File: config.mk
export PLATFORM = sky130hd
export DESIGN_NAME = rbdn_top
export DESIGN_NICKNAME = d
export VERILOG_FILES = /design/src/rbdn_pkg.sv /design/src/rbdn_axil.sv /design/src/rbdn_ilv.sv /design/src/rbdn_top.sv
export SDC_FILE = /design/constraint.sdc
export NUM_CORES = 2
export LEC_CHECK = 0
export BUFFER_PORTS_ARGS = -buffer_cell sky130_fd_sc_hd__buf_4
export CAP_MARGIN = 20
export CORE_MARGIN = 4
export CORE_UTILIZATION = 55
export CTS_CLUSTER_SIZE = 25
export DETAILED_ROUTE_END_ITERATION = 10
export GPL_TIMING_DRIVEN = 0
export HOLD_SLACK_MARGIN = 0.15
export PLACE_DENSITY_LB_ADDON = 0.12
export SLEW_MARGIN = 20
export SYNTH_ARGS = -nofsm -noshare
export SYNTH_HDL_FRONTEND = slang
export SYNTH_SLANG_ARGS = --single-unit
File: constraint.sdc
create_clock -name aclk -period 4.4 [get_ports aclk]
set_input_delay 0.22 -clock aclk [delete_from_list [all_inputs] [get_ports aclk]]
set_output_delay 0.22 -clock aclk [all_outputs]
set_load 0.02 [all_outputs]
File: src/rbdn_pkg.sv
package rbdn_pkg;
  localparam int AXI_AW = 14;
  // Register indices; the byte address is four times the index.
  localparam logic [11:0] IDX_CMD         = 12'h0C0;
  localparam logic [11:0] IDX_CFG         = 12'h0C1;
  localparam logic [11:0] IDX_STATUS      = 12'h0C2;
  localparam logic [11:0] IDX_BUFLEN      = 12'h0C3;
  localparam logic [11:0] IDX_NOTIFY      = 12'h0C4;
  localparam logic [11:0] IDX_AVAIL_BYTES = 12'h0C8;
  localparam logic [11:0] IDX_AVAIL_POS   = 12'h0C9;
  localparam logic [11:0] IDX_RELEASE     = 12'h0CA;
  localparam logic [11:0] IDX_IRQ_STAT    = 12'h0CC;
  localparam logic [11:0] IDX_IRQ_MASK    = 12'h0CD;
  localparam int CMD_START  = 0;
  localparam int CMD_STOP   = 1;
  localparam int CFG_DIR    = 0;
  localparam int CFG_CH_LSB = 4;
  localparam int EV_BLOCK   = 0;
  localparam int EV_OVER    = 1;
  localparam int EV_UNDER   = 2;
  localparam logic [31:0] BUFLEN_RST = 32'h0001_0000;
  localparam logic [31:0] NOTIFY_RST = 32'h0000_1000;
  localparam logic [3:0]  CHMASK_RST = 4'h1;
  localparam logic [31:0] BEAT_BYTES = 32'h0000_0004;
  localparam logic [1:0]  RESP_OKAY   = 2'h0;
  localparam logic [1:0]  RESP_SLVERR = 2'h2;

  typedef logic [3:0][15:0] rbdn_frame_t;
  typedef struct packed {
    logic        write;
    logic [31:0] addr;
    logic [31:0] data;
  } rbdn_dreq_t;
  typedef struct packed {
    logic [1:0]      last;
    logic [3:0][1:0] ord;
  } rbdn_order_t;

  function automatic logic [AXI_AW-1:0] rbdn_addr(input logic [11:0] idx);
    return {idx, 2'b00};
  endfunction

  function automatic logic rbdn_mapped(input logic [AXI_AW-1:0] a);
    logic [11:0] i;
    i = a[AXI_AW-1:2];
    return (a[1:0] == 2'h0) && ((i >= IDX_CMD && i <= IDX_NOTIFY) ||
      (i >= IDX_AVAIL_BYTES && i <= IDX_RELEASE) ||
      i == IDX_IRQ_STAT || i == IDX_IRQ_MASK);
  endfunction

  function automatic logic [31:0] rbdn_wrap(input logic [31:0] a,
      input logic [31:0] b, input logic [31:0] len);
    logic [32:0] s;
    s = {1'b0, a} + {1'b0, b};
    return (s >= {1'b0, len}) ? 32'(s - {1'b0, len}) : s[31:0];
  endfunction

  function automatic rbdn_order_t rbdn_order(input logic [3:0] m);
    rbdn_order_t o;
    logic [2:0]  n;
    o = '0;
    n = 3'h0;
    if (m == 4'hF) begin
      o.ord = {2'h3, 2'h1, 2'h2, 2'h0};
      o.last = 2'h3;
    end else begin
      for (int i = 0; i < 4; i++) begin
        if (m[i]) begin
          o.ord[n[1:0]] = 2'(i);
          n = n + 3'h1;
        end
      end
      o.last = (n == 3'h0) ? 2'h0 : 2'(n - 3'h1);
    end
    return o;
  endfunction
endpackage

File: src/rbdn_axil.sv
module rbdn_axil import rbdn_pkg::*; (
  input  wire logic              aclk,    // System clock.
  input  wire logic              aresetn, // Synchronous reset, active low.
  input  wire logic              ce,      // Clock enable.
  input  wire logic [AXI_AW-1:0] awaddr,  // Write address.
  input  wire logic              awvalid, // Write address valid.
  output logic                   awready, // Write address ready.
  input  wire logic [31:0]       wdata,   // Write data.
  input  wire logic [3:0]        wstrb,   // Write byte strobes.
  input  wire logic              wvalid,  // Write data valid.
  output logic                   wready,  // Write data ready.
  output logic [1:0]             bresp,   // Write response.
  output logic                   bvalid,  // Write response valid.
  input  wire logic              bready,  // Write response ready.
  input  wire logic [AXI_AW-1:0] araddr,  // Read address.
  input  wire logic              arvalid, // Read address valid.
  output logic                   arready, // Read address ready.
  output logic [31:0]            rdata,   // Read data.
  output logic [1:0]             rresp,   // Read response.
  output logic                   rvalid,  // Read data valid.
  input  wire logic              rready,  // Read data ready.
  output logic                   wr_en,   // Register write pulse.
  output logic [AXI_AW-1:0]      wr_addr, // Register write address.
  output logic [31:0]            wr_data, // Register write data.
  output logic [3:0]             wr_strb, // Register write strobes.
  input  wire logic              wr_err,  // Write address unmapped.
  input  wire logic [31:0]       rd_data, // Read data for araddr.
  input  wire logic              rd_err   // Read address unmapped.
);
  // Both halves of a write are held until the response is taken.
  assign wr_en = ce && !awready && !wready && !bvalid;

  always_ff @(posedge aclk) begin
    if (!aresetn) begin
      awready <= 1'b1;
      wready  <= 1'b1;
      bvalid  <= 1'b0;
      bresp   <= RESP_OKAY;
      arready <= 1'b1;
      rvalid  <= 1'b0;
      rdata   <= 32'h0000_0000;
      rresp   <= RESP_OKAY;
      wr_addr <= '0;
      wr_data <= 32'h0000_0000;
      wr_strb <= 4'h0;
    end else if (ce) begin
      if (awvalid && awready) begin
        wr_addr <= awaddr;
        awready <= 1'b0;
      end
      if (wvalid && wready) begin
        wr_data <= wdata;
        wr_strb <= wstrb;
        wready  <= 1'b0;
      end
      if (wr_en) begin
        bvalid <= 1'b1;
        bresp  <= wr_err ? RESP_SLVERR : RESP_OKAY;
      end
      if (bvalid && bready) begin
        bvalid  <= 1'b0;
        awready <= 1'b1;
        wready  <= 1'b1;
      end
      if (arvalid && arready) begin
        arready <= 1'b0;
        rvalid  <= 1'b1;
        rdata   <= rd_data;
        rresp   <= rd_err ? RESP_SLVERR : RESP_OKAY;
      end
      if (rvalid && rready) begin
        rvalid  <= 1'b0;
        arready <= 1'b1;
      end
    end
  end
endmodule

File: src/rbdn_ilv.sv
module rbdn_ilv import rbdn_pkg::*; (
  input  wire logic         aclk,      // System clock.
  input  wire logic         aresetn,   // Synchronous reset, active low.
  input  wire logic         ce,        // Clock enable.
  input  wire logic         clr,       // Restart at data offset zero.
  input  wire logic [3:0]   chmask,    // Active channels.
  input  wire logic         in_valid,  // Frame of four samples valid.
  input  wire rbdn_frame_t  in_frame,  // One sample per channel.
  output logic              in_ready,  // Frame taken.
  output logic              out_valid, // Word of two samples valid.
  output logic [31:0]       out_word,  // Earlier sample in low half.
  input  wire logic         out_ready  // Word taken.
);
  rbdn_frame_t frame_q;
  logic [1:0]  idx_q;
  logic        half_q;
  logic [15:0] lo_q;
  rbdn_order_t ord;
  logic        go;
  logic [15:0] smp;

  assign ord = rbdn_order(chmask);
  assign smp = frame_q[ord.ord[idx_q]];
  assign go  = !in_ready && (!half_q || !out_valid || out_ready);

  always_ff @(posedge aclk) begin
    if (!aresetn) begin
      frame_q   <= '0;
      idx_q     <= 2'h0;
      half_q    <= 1'b0;
      lo_q      <= 16'h0000;
      in_ready  <= 1'b1;
      out_valid <= 1'b0;
      out_word  <= 32'h0000_0000;
    end else if (ce) begin
      if (clr) begin
        idx_q     <= 2'h0;
        half_q    <= 1'b0;
        in_ready  <= 1'b1;
        out_valid <= 1'b0;
      end else begin
        if (out_valid && out_ready) out_valid <= 1'b0;
        if (in_ready && in_valid) begin
          frame_q  <= in_frame;
          in_ready <= 1'b0;
        end
        if (go) begin
          half_q <= !half_q;
          if (half_q) begin
            out_word  <= {smp, lo_q};
            out_valid <= 1'b1;
          end else begin
            lo_q <= smp;
          end
          if (idx_q == ord.last) begin
            idx_q    <= 2'h0;
            in_ready <= 1'b1;
          end else begin
            idx_q <= idx_q + 2'h1;
          end
        end
      end
    end
  end
endmodule

File: src/rbdn_top.sv
// Implementation choices: the placing of the registers and the AXI4-Lite slave port.
module rbdn_top import rbdn_pkg::*; (
  input  wire logic              aclk,          // System clock.
  input  wire logic              aresetn,       // Sync reset, active low.
  input  wire logic              ce,            // Clock enable.
  input  wire logic [AXI_AW-1:0] awaddr,        // AXI write address.
  input  wire logic              awvalid,       // AXI write address valid.
  output logic                   awready,       // AXI write address ready.
  input  wire logic [31:0]       wdata,         // AXI write data.
  input  wire logic [3:0]        wstrb,         // AXI write strobes.
  input  wire logic              wvalid,        // AXI write data valid.
  output logic                   wready,        // AXI write data ready.
  output logic [1:0]             bresp,         // AXI write response.
  output logic                   bvalid,        // AXI write resp valid.
  input  wire logic              bready,        // AXI write resp ready.
  input  wire logic [AXI_AW-1:0] araddr,        // AXI read address.
  input  wire logic              arvalid,       // AXI read address valid.
  output logic                   arready,       // AXI read address ready.
  output logic [31:0]            rdata,         // AXI read data.
  output logic [1:0]             rresp,         // AXI read response.
  output logic                   rvalid,        // AXI read data valid.
  input  wire logic              rready,        // AXI read data ready.
  input  wire logic              fifo_valid,    // On-board frame valid.
  input  wire rbdn_frame_t       fifo_frame,    // Samples of four channels.
  output logic                   fifo_ready,    // Frame taken.
  input  wire logic              fifo_overrun,  // On-board FIFO overrun.
  input  wire logic              fifo_underrun, // On-board FIFO underrun.
  output logic                   dma_req_valid, // Bus master request.
  output rbdn_dreq_t             dma_req,       // Direction, offset, data.
  input  wire logic              dma_req_ready, // Request accepted.
  input  wire logic              dma_rvalid,    // Fetched word valid.
  input  wire logic [31:0]       dma_rdata,     // Fetched word.
  output logic                   play_valid,    // Word for card memory.
  output logic [31:0]            play_data,     // Fetched word, registered.
  output logic                   irq            // Level interrupt.
);
  localparam logic [AXI_AW-1:0] A_CMD    = rbdn_addr(IDX_CMD);
  localparam logic [AXI_AW-1:0] A_CFG    = rbdn_addr(IDX_CFG);
  localparam logic [AXI_AW-1:0] A_STATUS = rbdn_addr(IDX_STATUS);
  localparam logic [AXI_AW-1:0] A_BUFLEN = rbdn_addr(IDX_BUFLEN);
  localparam logic [AXI_AW-1:0] A_NOTIFY = rbdn_addr(IDX_NOTIFY);
  localparam logic [AXI_AW-1:0] A_AVLEN  = rbdn_addr(IDX_AVAIL_BYTES);
  localparam logic [AXI_AW-1:0] A_AVPOS  = rbdn_addr(IDX_AVAIL_POS);
  localparam logic [AXI_AW-1:0] A_REL    = rbdn_addr(IDX_RELEASE);
  localparam logic [AXI_AW-1:0] A_ISTAT  = rbdn_addr(IDX_IRQ_STAT);
  localparam logic [AXI_AW-1:0] A_IMASK  = rbdn_addr(IDX_IRQ_MASK);

  logic              wr_en;
  logic [AXI_AW-1:0] wr_addr;
  logic [31:0]       wr_data;
  logic [3:0]        wr_strb;
  logic              wr_err;
  logic [31:0]       rd_data;
  logic              rd_err;

  logic        dir_q;
  logic [3:0]  chmask_q;
  logic [31:0] buflen_q;
  logic [31:0] notify_q;
  logic        run_q;
  logic        drain_q;
  logic        over_q;
  logic        under_q;
  logic [31:0] card_release_length_q;
  logic [31:0] filled_q;
  logic [31:0] user_pos_q;
  logic [31:0] card_pos_q;
  logic [31:0] blk_q;
  logic [2:0]  stat_q;
  logic [2:0]  stat_d;
  logic [2:0]  mask_q;
  logic [2:0]  ev;

  logic        ilv_valid;
  logic [31:0] ilv_word;
  logic        ilv_ready;
  logic        cmd_start;
  logic        cmd_stop;
  logic        rel_we;
  logic        cfg_we;
  logic        acc;
  logic        issue;
  logic        ev_blk;
  logic        drain_done;
  logic [31:0] add_beat;
  logic [31:0] add_rel;

  rbdn_axil u_bus (
    .aclk    (aclk),
    .aresetn (aresetn),
    .ce      (ce),
    .awaddr  (awaddr),
    .awvalid (awvalid),
    .awready (awready),
    .wdata   (wdata),
    .wstrb   (wstrb),
    .wvalid  (wvalid),
    .wready  (wready),
    .bresp   (bresp),
    .bvalid  (bvalid),
    .bready  (bready),
    .araddr  (araddr),
    .arvalid (arvalid),
    .arready (arready),
    .rdata   (rdata),
    .rresp   (rresp),
    .rvalid  (rvalid),
    .rready  (rready),
    .wr_en   (wr_en),
    .wr_addr (wr_addr),
    .wr_data (wr_data),
    .wr_strb (wr_strb),
    .wr_err  (wr_err),
    .rd_data (rd_data),
    .rd_err  (rd_err)
  );

  rbdn_ilv u_ilv (
    .aclk      (aclk),
    .aresetn   (aresetn),
    .ce        (ce),
    .clr       (cmd_start),
    .chmask    (chmask_q),
    .in_valid  (fifo_valid),
    .in_frame  (fifo_frame),
    .in_ready  (fifo_ready),
    .out_valid (ilv_valid),
    .out_word  (ilv_word),
    .out_ready (ilv_ready)
  );

  assign wr_err    = !rbdn_mapped(wr_addr);
  assign cmd_start = wr_en && wr_addr == A_CMD && wr_strb[0] &&
                     wr_data[CMD_START];
  assign cmd_stop  = wr_en && wr_addr == A_CMD && wr_strb[0] &&
                     wr_data[CMD_STOP];
  // Geometry is frozen while running so that the ring stays consistent.
  assign cfg_we    = wr_en && !run_q && &wr_strb;
  assign rel_we    = wr_en && wr_addr == A_REL && run_q && &wr_strb;
  assign add_rel   = rel_we ? wr_data : 32'h0000_0000;

  // One request is outstanding at most, and only into released space.
  assign acc       = dma_req_valid && dma_req_ready;
  assign add_beat  = acc ? BEAT_BYTES : 32'h0000_0000;
  assign issue     = run_q && !dma_req_valid && !cmd_stop &&
                     card_release_length_q >= BEAT_BYTES &&
                     (!dir_q || ilv_valid);
  assign ilv_ready = issue && dir_q;
  assign ev_blk    = acc && (blk_q + BEAT_BYTES >= notify_q);
  assign drain_done = drain_q && !fifo_valid && fifo_ready &&
                      !ilv_valid && !dma_req_valid;

  always_comb begin
    rd_err  = !rbdn_mapped(araddr);
    rd_data = 32'h0000_0000;
    unique case (araddr)
      A_CFG:    rd_data = {24'h00_0000, chmask_q, 3'h0, dir_q};
      A_STATUS: rd_data = {28'h000_0000, drain_q, under_q, over_q, run_q};
      A_BUFLEN: rd_data = buflen_q;
      A_NOTIFY: rd_data = notify_q;
      A_AVLEN:  rd_data = filled_q;
      A_AVPOS:  rd_data = user_pos_q;
      A_REL:    rd_data = card_release_length_q;
      A_ISTAT:  rd_data = {29'h0000_0000, stat_q};
      A_IMASK:  rd_data = {29'h0000_0000, mask_q};
      default:  rd_data = 32'h0000_0000;
    endcase
  end

  always_ff @(posedge aclk) begin
    if (!aresetn) begin
      dir_q    <= 1'b1;
      chmask_q <= CHMASK_RST;
      buflen_q <= BUFLEN_RST;
      notify_q <= NOTIFY_RST;
    end else if (ce && cfg_we) begin
      if (wr_addr == A_CFG) begin
        dir_q    <= wr_data[CFG_DIR];
        chmask_q <= wr_data[CFG_CH_LSB +: 4];
      end
      if (wr_addr == A_BUFLEN) buflen_q <= wr_data;
      if (wr_addr == A_NOTIFY) notify_q <= wr_data;
    end
  end

  always_ff @(posedge aclk) begin
    if (!aresetn) begin
      run_q   <= 1'b0;
      drain_q <= 1'b0;
      over_q  <= 1'b0;
      under_q <= 1'b0;
    end else if (ce) begin
      if (cmd_start) begin
        run_q   <= 1'b1;
        drain_q <= 1'b0;
        over_q  <= 1'b0;
        under_q <= 1'b0;
      end else if (cmd_stop) begin
        run_q   <= 1'b0;
        drain_q <= 1'b0;
      end else if (run_q && !dir_q && fifo_underrun) begin
        run_q   <= 1'b0;
        under_q <= 1'b1;
      end else if (run_q && dir_q && fifo_overrun && !drain_q) begin
        drain_q <= 1'b1;
        over_q  <= 1'b1;
      end else if (drain_done) begin
        run_q   <= 1'b0;
        drain_q <= 1'b0;
      end
    end
  end

  always_ff @(posedge aclk) begin
    if (!aresetn) begin
      card_release_length_q <= 32'h0000_0000;
      filled_q   <= 32'h0000_0000;
      user_pos_q <= 32'h0000_0000;
      card_pos_q <= 32'h0000_0000;
      blk_q      <= 32'h0000_0000;
    end else if (ce) begin
      if (cmd_start) begin
        card_release_length_q <= buflen_q;
        filled_q   <= 32'h0000_0000;
        user_pos_q <= 32'h0000_0000;
        card_pos_q <= 32'h0000_0000;
        blk_q      <= 32'h0000_0000;
      end else begin
        card_release_length_q <= card_release_length_q - add_beat + add_rel;
        filled_q   <= filled_q + add_beat - add_rel;
        if (acc) card_pos_q <= rbdn_wrap(card_pos_q, BEAT_BYTES,
                                         buflen_q);
        if (rel_we) user_pos_q <= rbdn_wrap(user_pos_q, wr_data,
                                            buflen_q);
        if (ev_blk) blk_q <= 32'h0000_0000;
        else blk_q <= blk_q + add_beat;
      end
    end
  end

  always_ff @(posedge aclk) begin
    if (!aresetn) begin
      dma_req_valid <= 1'b0;
      dma_req       <= '0;
      play_valid    <= 1'b0;
      play_data     <= 32'h0000_0000;
    end else if (ce) begin
      if (acc) dma_req_valid <= 1'b0;
      if (issue) begin
        dma_req_valid <= 1'b1;
        dma_req.write <= dir_q;
        dma_req.addr  <= card_pos_q;
        dma_req.data  <= dir_q ? ilv_word : 32'h0000_0000;
      end
      play_valid <= dma_rvalid && !dir_q;
      if (dma_rvalid && !dir_q) play_data <= dma_rdata;
    end
  end

  assign ev[EV_BLOCK] = ev_blk && !cmd_start;
  assign ev[EV_OVER]  = run_q && dir_q && fifo_overrun && !drain_q;
  assign ev[EV_UNDER] = run_q && !dir_q && fifo_underrun;
  // A new event wins over a clear written in the same cycle.
  assign stat_d = (stat_q & ~((wr_en && wr_addr == A_ISTAT &&
                   wr_strb[0]) ? wr_data[2:0] : 3'h0)) | ev;

  always_ff @(posedge aclk) begin
    if (!aresetn) begin
      stat_q <= 3'h0;
      mask_q <= 3'h0;
      irq    <= 1'b0;
    end else if (ce) begin
      stat_q <= stat_d;
      if (wr_en && wr_addr == A_IMASK && wr_strb[0])
        mask_q <= wr_data[2:0];
      irq <= |(stat_d & mask_q);
    end
  end

  logic [31:0] ring_end;
  assign ring_end = rbdn_wrap(user_pos_q, filled_q, buflen_q);
endmodule

Yosys cells after proc, flatten, opt, wreduce, memory -nomap -nowiden
Index checks and enable logic that the tools add are counted.
{ "classes": {"eq_ne": 26, "magnitude_cmp": 20, "n_reduce_logical": 116, "mux": 84, "bitwise_logic": 13, "add_sub_neg": 15} }
{ "ops": {"columns": ["op", "count"], "rows": [
  ["32-bit 2-to-1 mux", 12],
  ["32-bit one-hot mux with 9 select lines", 1],
  ["14-bit by 10-bit == test with 1-bit output (second input constant)", 16],
  ["32-bit subtractor", 3],
  ["33-bit by 32-bit greater-or-equal comparator with 1-bit output", 2],
  ["32-bit by 3-bit adder with 32-bit output", 2],
  ["1-bit logical AND", 52],
  ["12-bit by 8-bit == test with 1-bit output (second input constant)", 4],
  ["12-bit by 8-bit greater-or-equal comparator with 1-bit output (second input constant)", 4],
  ["12-bit by 8-bit less-or-equal comparator with 1-bit output (second input constant)", 4],
  ["8-bit 2-to-1 mux", 5],
  ["1-bit 2-to-1 mux", 39],
  ["2-bit AND reduction", 18],
  ["32-bit by 3-bit adder with 33-bit output (second input constant)", 1],
  ["32-bit by 32-bit adder with 33-bit output", 1],
  ["32-bit by 3-bit adder with 32-bit output (second input constant)", 1],
  ["32-bit adder", 1],
  ["16-bit binary-select mux with 2-bit select", 1],
  ["32-bit by 3-bit greater-or-equal comparator with 1-bit output (second input constant)", 1],
  ["32-bit greater-or-equal comparator", 1],
  ["32-bit by 3-bit subtractor with 32-bit output", 1],
  ["3-bit 2-to-1 mux", 9],
  ["2-bit 2-to-1 mux", 11],
  ["2-bit nonzero test", 10],
  ["other kinds (33)", 74]
]} }
{ "word_totals": {"register_bits": 547, "output_inout_bits": 142} }

Depth between registers and ports, before layout
{ "logic_depth": {"word_depth": 20, "ltp_mapped": 25, "depth_no_buf": 23} }

Cells and area by module
From an unflattened synthesis, not the netlist that was laid out.
{ "unflattened": {"cells_unflattened": 4403, "area_unflattened_um2": 34165.3} }
{ "by_module_without_submodules": {"columns": ["module", "area_per_inst_um2", "cells_each", "seq_area_each_um2", "instances"], "rows": [
  ["rbdn_top", 25072.8, 3371, 6746.5, 1],
  ["rbdn_ilv", 5452.7, 643, 2342.2, 1],
  ["rbdn_axil", 3639.7, 389, 1781.7, 1]
]} }

Worst setup path before layout
No wires, ideal clock.
{ "synth_timing": {"path_kind": "register to register", "startpoint": "reg u_bus.awready", "endpoint": "reg card_release_length_q[28]", "setup_ps": 131, "required_time_ps": 4269, "slack_ps": -432, "t_arrival_ps": 4701, "path_stages_with_launch": 19, "n_path_buf": 1, "cell_sequence": "dfxtp_1 -> nor4b_1 -> nand4_1 -> nor2_1 -> clkbuf_1 -> nand2_1 -> fa_1 -> inv_1 -> ha_1 -> nor2b_1 -> o31a_1 -> nor3_1 -> o31ai_1 -> a41oi_1 -> o21ai_1 -> a221o_1 -> a2111o_1 -> o311ai_1 -> o22ai_1"} }
{ "synth_between": {"elab_chain_len": 10, "elab_cells_between_ends": 13, "cone_classes": "1 x add/sub; 2 x mux; 10 x reduce/logical"} }
{ "synth_rtl": {"columns": ["element", "line", "text"], "rows": [
  ["start: declaration", "rbdn_axil.sv:7", "output logic awready,"],
  ["start signal: assignment", "rbdn_axil.sv:35", "awready <= 1'b1;"],
  ["start signal: assignment", "rbdn_axil.sv:49", "awready <= 1'b0;"],
  ["start signal: assignment", "rbdn_axil.sv:62", "awready <= 1'b1;"],
  ["1-bit zero test (*)", "rbdn_axil.sv:31", "assign wr_en = ce && !awready && !wready && !bvalid;"],
  ["1-bit logical AND (*) (3 in series)", "rbdn_axil.sv:31", null],
  ["1-bit logical AND (3 in series)", "rbdn_top.sv:139", "assign rel_we = wr_en && wr_addr == A_REL && run_q && &wr_strb;"],
  ["32-bit 2-to-1 mux", "rbdn_top.sv:140", "assign add_rel = rel_we ? wr_data : 32'h0000_0000;"],
  ["32-bit adder", "rbdn_top.sv:229", "card_release_length_q <= card_release_length_q - add_beat + add_rel;"],
  ["32-bit 2-to-1 mux (*)", "rbdn_top.sv:222", "if (cmd_start) begin"],
  ["end signal: assignment", "rbdn_top.sv:223", "card_release_length_q <= buflen_q;"],
  ["end signal: assignment", "rbdn_top.sv:229", null],
  ["end: declaration", "rbdn_top.sv:64", "logic [31:0] card_release_length_q;"]
]} }
Mark *: on every way between the ends. The rest lies on a longest branch, timed or not.
A chain may end at the register's enable or synchronous reset.

Final worst setup path
{ "layout_timing": {"startpoint": "reg u_bus.wr_data[2]", "endpoint": "reg user_pos_q[3]"} }
{ "layout_between": {"elab_chain_len": 5, "elab_cells_between_ends": 6, "cone_classes": "2 x add/sub; 1 x order compare; 3 x mux"} }
{ "layout_rtl": {"columns": ["element", "line", "text"], "rows": [
  ["start: declaration", "rbdn_axil.sv:24", "output logic [31:0] wr_data,"],
  ["start signal: assignment", "rbdn_axil.sv:52", "wr_data <= wdata;"],
  ["32-bit by 32-bit adder with 33-bit output (*)", "rbdn_pkg.sv:54", "s = {1'b0, a} + {1'b0, b};"],
  ["32-bit subtractor / 33-bit by 32-bit greater-or-equal comparator with 1-bit output (equally long branches)", "rbdn_pkg.sv:55", "return (s >= {1'b0, len}) ? 32'(s - {1'b0, len}) : s[31:0];"],
  ["32-bit 2-to-1 mux (*)", "rbdn_pkg.sv:55", null],
  ["32-bit 2-to-1 mux (*)", "rbdn_top.sv:233", "if (rel_we) user_pos_q <= rbdn_wrap(user_pos_q, wr_data,"],
  ["32-bit 2-to-1 mux (*)", "rbdn_top.sv:222", null],
  ["end signal: assignment", "rbdn_top.sv:233", null],
  ["end: declaration", "rbdn_top.sv:66", "logic [31:0] user_pos_q;"]
]} }
Mark *: on every way between the ends. The rest lies on a longest branch, timed or not. The select of a mux whose other input is x is not followed.

==> summary.txt <==
Logic synthesis
  • Post-synth EDFFs: 0
  • Cell taking the most area after synthesis: dfxtp_1
  • Post-synth ARST share: 0%
  • Synth area leaders: dfxtp_1 (33%), nand2_1 (10%), ha_1 (10%)
  • Ys flop type: dfxtp_1
  • Yosys reg bits: 543
  • Register area share after synthesis: 33.4%
  • Count of cell types in the netlist: 84
  • Cells after Synth: 4267
  • Yosys Warn Count: 0
  • Syn avg cell area: 7.62 µm²
  • Mapped Area: 0.0325 mm²
  • Post-synth top area share: 33.4%

Floorplan
  • Die X: 251 µm
  • Initial core utilization: 55.9%
  • Die area: 0.0630 mm²
  • Floorplan core area: 0.0581 mm²
  • Die Height: 251 µm
  • I/O pins: 315
  • # rows: 88

Setup path
  • Req. time, crit path: 4950 ps
  • WP data arrival: 5640 ps
  • Reg2reg start: u_bus.wr_data[2]$_SDFFE_PN0P_
  • CP Class: reg2reg
  • Flop2flop setup slack: -690 ps
  • CP endpoint kind: flop
  • Reg2Reg Depth: 21
  • CP endpoint: user_pos_q[3]$_SDFFE_PN0P_
  • Reg-to-reg endpoint: user_pos_q[3]$_SDFFE_PN0P_
  • Critical Path Start Type: flop
  • Crit path from: u_bus.wr_data[2]$_SDFFE_PN0P_
  • CP Max Fanout: 6

Status
  • Failing checks: design-rule violations, negative setup slack
  • Status: finished with violations

Global routing
  • GR Util met2: 60.5%
  • Pin count of the biggest net entering global routing: 19
  • Number of global-route vias before repair: 33000
  • Layer with the highest usage: met2
  • M1 GR Usage: 46.8%
  • First-pass GRT wire length: 188000 µm
  • Gr usage total: 37.7%
  • GR Util met3: 8.90%
  • Grt total ovfl: 0
  • Initial antenna violation count: 5

Clock network
  • TritonCTS buffer count: 59
  • TritonCTS clock tree: built
  • Clock Sink Count: 543
  • Clock latency on the worst-skew pair: 690 ps
  • CTS clock-pin slew for the worst setup and hold paths: 70 ps
  • # H-tree levels: 2
  • Root Buffer: clkbuf_16
  • Clk buf depth: 3

Placed design
  • Port Buf Inserts: 310
  • Inst Count DP: 5344
  • Placement Setup Slack: -1390 ps
  • Dpl hpwl: 93500 µm
  • GPL Wtd Cong: 1.01

Timing
  • Achievable Freq: 0.197 GHz
  • Crit path time final: 5090 ps
  • Worst-Margin Slew: 1310 ps
  • Final Max Tran Viols: 0
  • Slew headroom: 12.3%
  • Final Worst Setup Slack: -689 ps
  • Endpoints failing hold: 0
  • Hold Slack: 226 ps
  • RSZ-0062 raised after global routing: true
  • Final Cycle Share: 116%
  • Finish-stage setup viols: 48
  • Worst Skew: 58.0 ps

Cells and area
  • Finished Layout Cells: 5740
  • Most frequent cells in the layout: nand2_1 (877), dfxtp_1 (494), a21oi_1 (455), buf_4 (430), nor2_1 (293)
  • Commonest non-fill, non-tap cell in the layout: nand2_1
  • Synth-to-Final Area Change: 31.6%
  • Fraction of layout cells with a size suffix above 1: 18.0%
  • Final net count: 5358

Pwr
  • Leakage power: 17.5 nW
  • Pwr Density: 342 mW/mm²
  • VDD IR max: 0.346 mV

Detailed routing
  • Vias/cell: 6.18
  • DRT Pass-1 Iters: 11
  • Final WL: 130000 µm
  • 1st-iter DRT viols: 4123
  • Drt wl/cell: 22.6 µm
  • Vias: 35500
  • Post-route antenna net violation count: 0
  • DRC Markers: 3

Worst hold path
  • Hold Crit Class: in2reg

Run
  • Total of max-cap violations: 0
## power breakdown
group          switching (mW)  leakage, nW  internal [mW]  total (mW)
Clock                    2.28         1.04           3.18        5.46
Combinational            2.12         12.1           1.80        3.92
Sequential              0.189         4.42           5.06        5.25
## cell families after synthesis
| family | count (synthesis) | share of synthesized area [%] |
|---|---|---|
| compound gates | 1154 | 22.3 |
| fa+ha+maj | 267 | 10.4 |
| mux | 70 | 2.24 |
| xor+xnor | 197 | 5.31 |
| simple gates | 1581 | 20.9 |
| flops | 543 | 33.4 |
| other cells | 1 | 0.0115 |
| buf+inv | 454 | 5.34 |
## layer usage
metal  wire length (µm)  up-vias
met5                  7        -
met4               9480        2
met3              14000      561
met2              57400     2145
li1                   -    16300
met1              49000    16500
## cell usage after synthesis (7+ instances only)
master    count
a222oi_1     32
xnor2_1     112
and4_1       10
o31ai_1      21
ha_1        260
inv_1       208
o21bai_1     10
a221oi_1     34
nor4_1       22
or3_1        11
dfxtp_1     543
nor2b_1      37
xor2_1       85
and3_1       34
buf_2        11
buf_1         7
o21a_1       21
clkbuf_1    221
a311oi_1     12
fa_1          7
a211oi_1     34
o21ai_0     109
mux2i_1      67
a21oi_1     475
o22ai_1       8
nand2_1     896
and2_1       18
nand4_1      38
a31oi_1      34
a22oi_1     101
nand3_1      87
a41oi_1       9
a32oi_1       7
nor2_1      305
a21o_1       85
nor3_1       42
nand2b_1     45
or4_1         8
o21ai_1      82
or2_2         8
o211ai_1     17
## sequential cells by signal, indices dropped and copies added (netlist names), 4 cells and up
name and count:
buflen_q 32, card_pos_q 32, card_release_length_q 32, chmask_q 4
u_bus.wr_strb 4, u_bus.rdata 32, play_data 32, notify_q 32
user_pos_q 32, u_bus.wr_data 32, u_ilv.lo_q 16, filled_q 32
u_ilv.out_word 32, blk_q 30, u_bus.wr_addr 14, u_ilv.frame_q 64
dma_req 65
## worst min-delay path by stage
stage / start / to / slack [ps] / cells past startpoint
finish: aresetn / blk_q[11]$_SDFFE_PN0P_ / 230 / 4
global route: dma_rvalid / play_data[1]$_SDFFE_PN0P_ / 230 / 4
CTS: dma_rvalid / play_data[1]$_SDFFE_PN0P_ / 170 / 4
detailed placement: u_ilv.frame_q[4]$_SDFFE_PN0P_ / u_ilv.frame_q[4]$_SDFFE_PN0P_ / 440 / 2
global placement: u_ilv.frame_q[1]$_SDFFE_PN0P_ / u_ilv.frame_q[1]$_SDFFE_PN0P_ / 440 / 2
floorplan: wdata[1] / u_bus.wr_data[1]$_SDFFE_PN0P_ / 350 / 2
## worst max-delay path: stages (launching register included)
cell and delay, ps:
dfxtp_4 370, ha_4 250, o211ai_1 300, o211ai_1 200, and3_1 240, a211o_1 310, a31oi_4 310, o221ai_4 190
o41ai_4 420, xnor2_2 140, ha_1 330, nand4_1 200, nor3_2 240, nand3_2 120, nor4_4 230, nor2_1 80
o21ai_1 90, a211o_1 230, buf_6 200, buf_8 160, mux2i_4 240, o21ai_1 80
## timing repair
item,in CTS,in global routing
gates cloned,0,3
hold buffers,170,0
resized for setup,185,281
buffers inserted,75,56
setup endpoints to repair,141,126
pin swaps,62,128
endpoints found under the hold margin,161,0
## metrics by stage
| stage | TNS (ps) | cell area, µm² | util [%] | power (mW) |
|---|---|---|---|---|
| 2_1_floorplan | -14.0 | 32600 | - | 7.41 |
| 3_3_place_gp | -133600 | 35800 | 61.7 | 8.20 |
| 6_report | -20390 | 42800 | 73.6 | 14.6 |
| 5_1_grt | -25850 | 42800 | 73.6 | 15.1 |
| 3_5_place_dp | -132110 | 35900 | 61.7 | 8.23 |
| 4_1_cts | -18080 | 41000 | 70.5 | 14.1 |
## final cells by class
cell class,instances,area (µm²)
clock inverters,29,402
repair buffers,614,5150
fillers,4466,15400
plain buffers,219,1010
well taps,765,957
inverters,210,796
clock buffers,82,1730
diodes,7,17.5
flip-flops and latches,543,11000
multi-input cells,3271,21700
(Power assumes the default switching activity.)
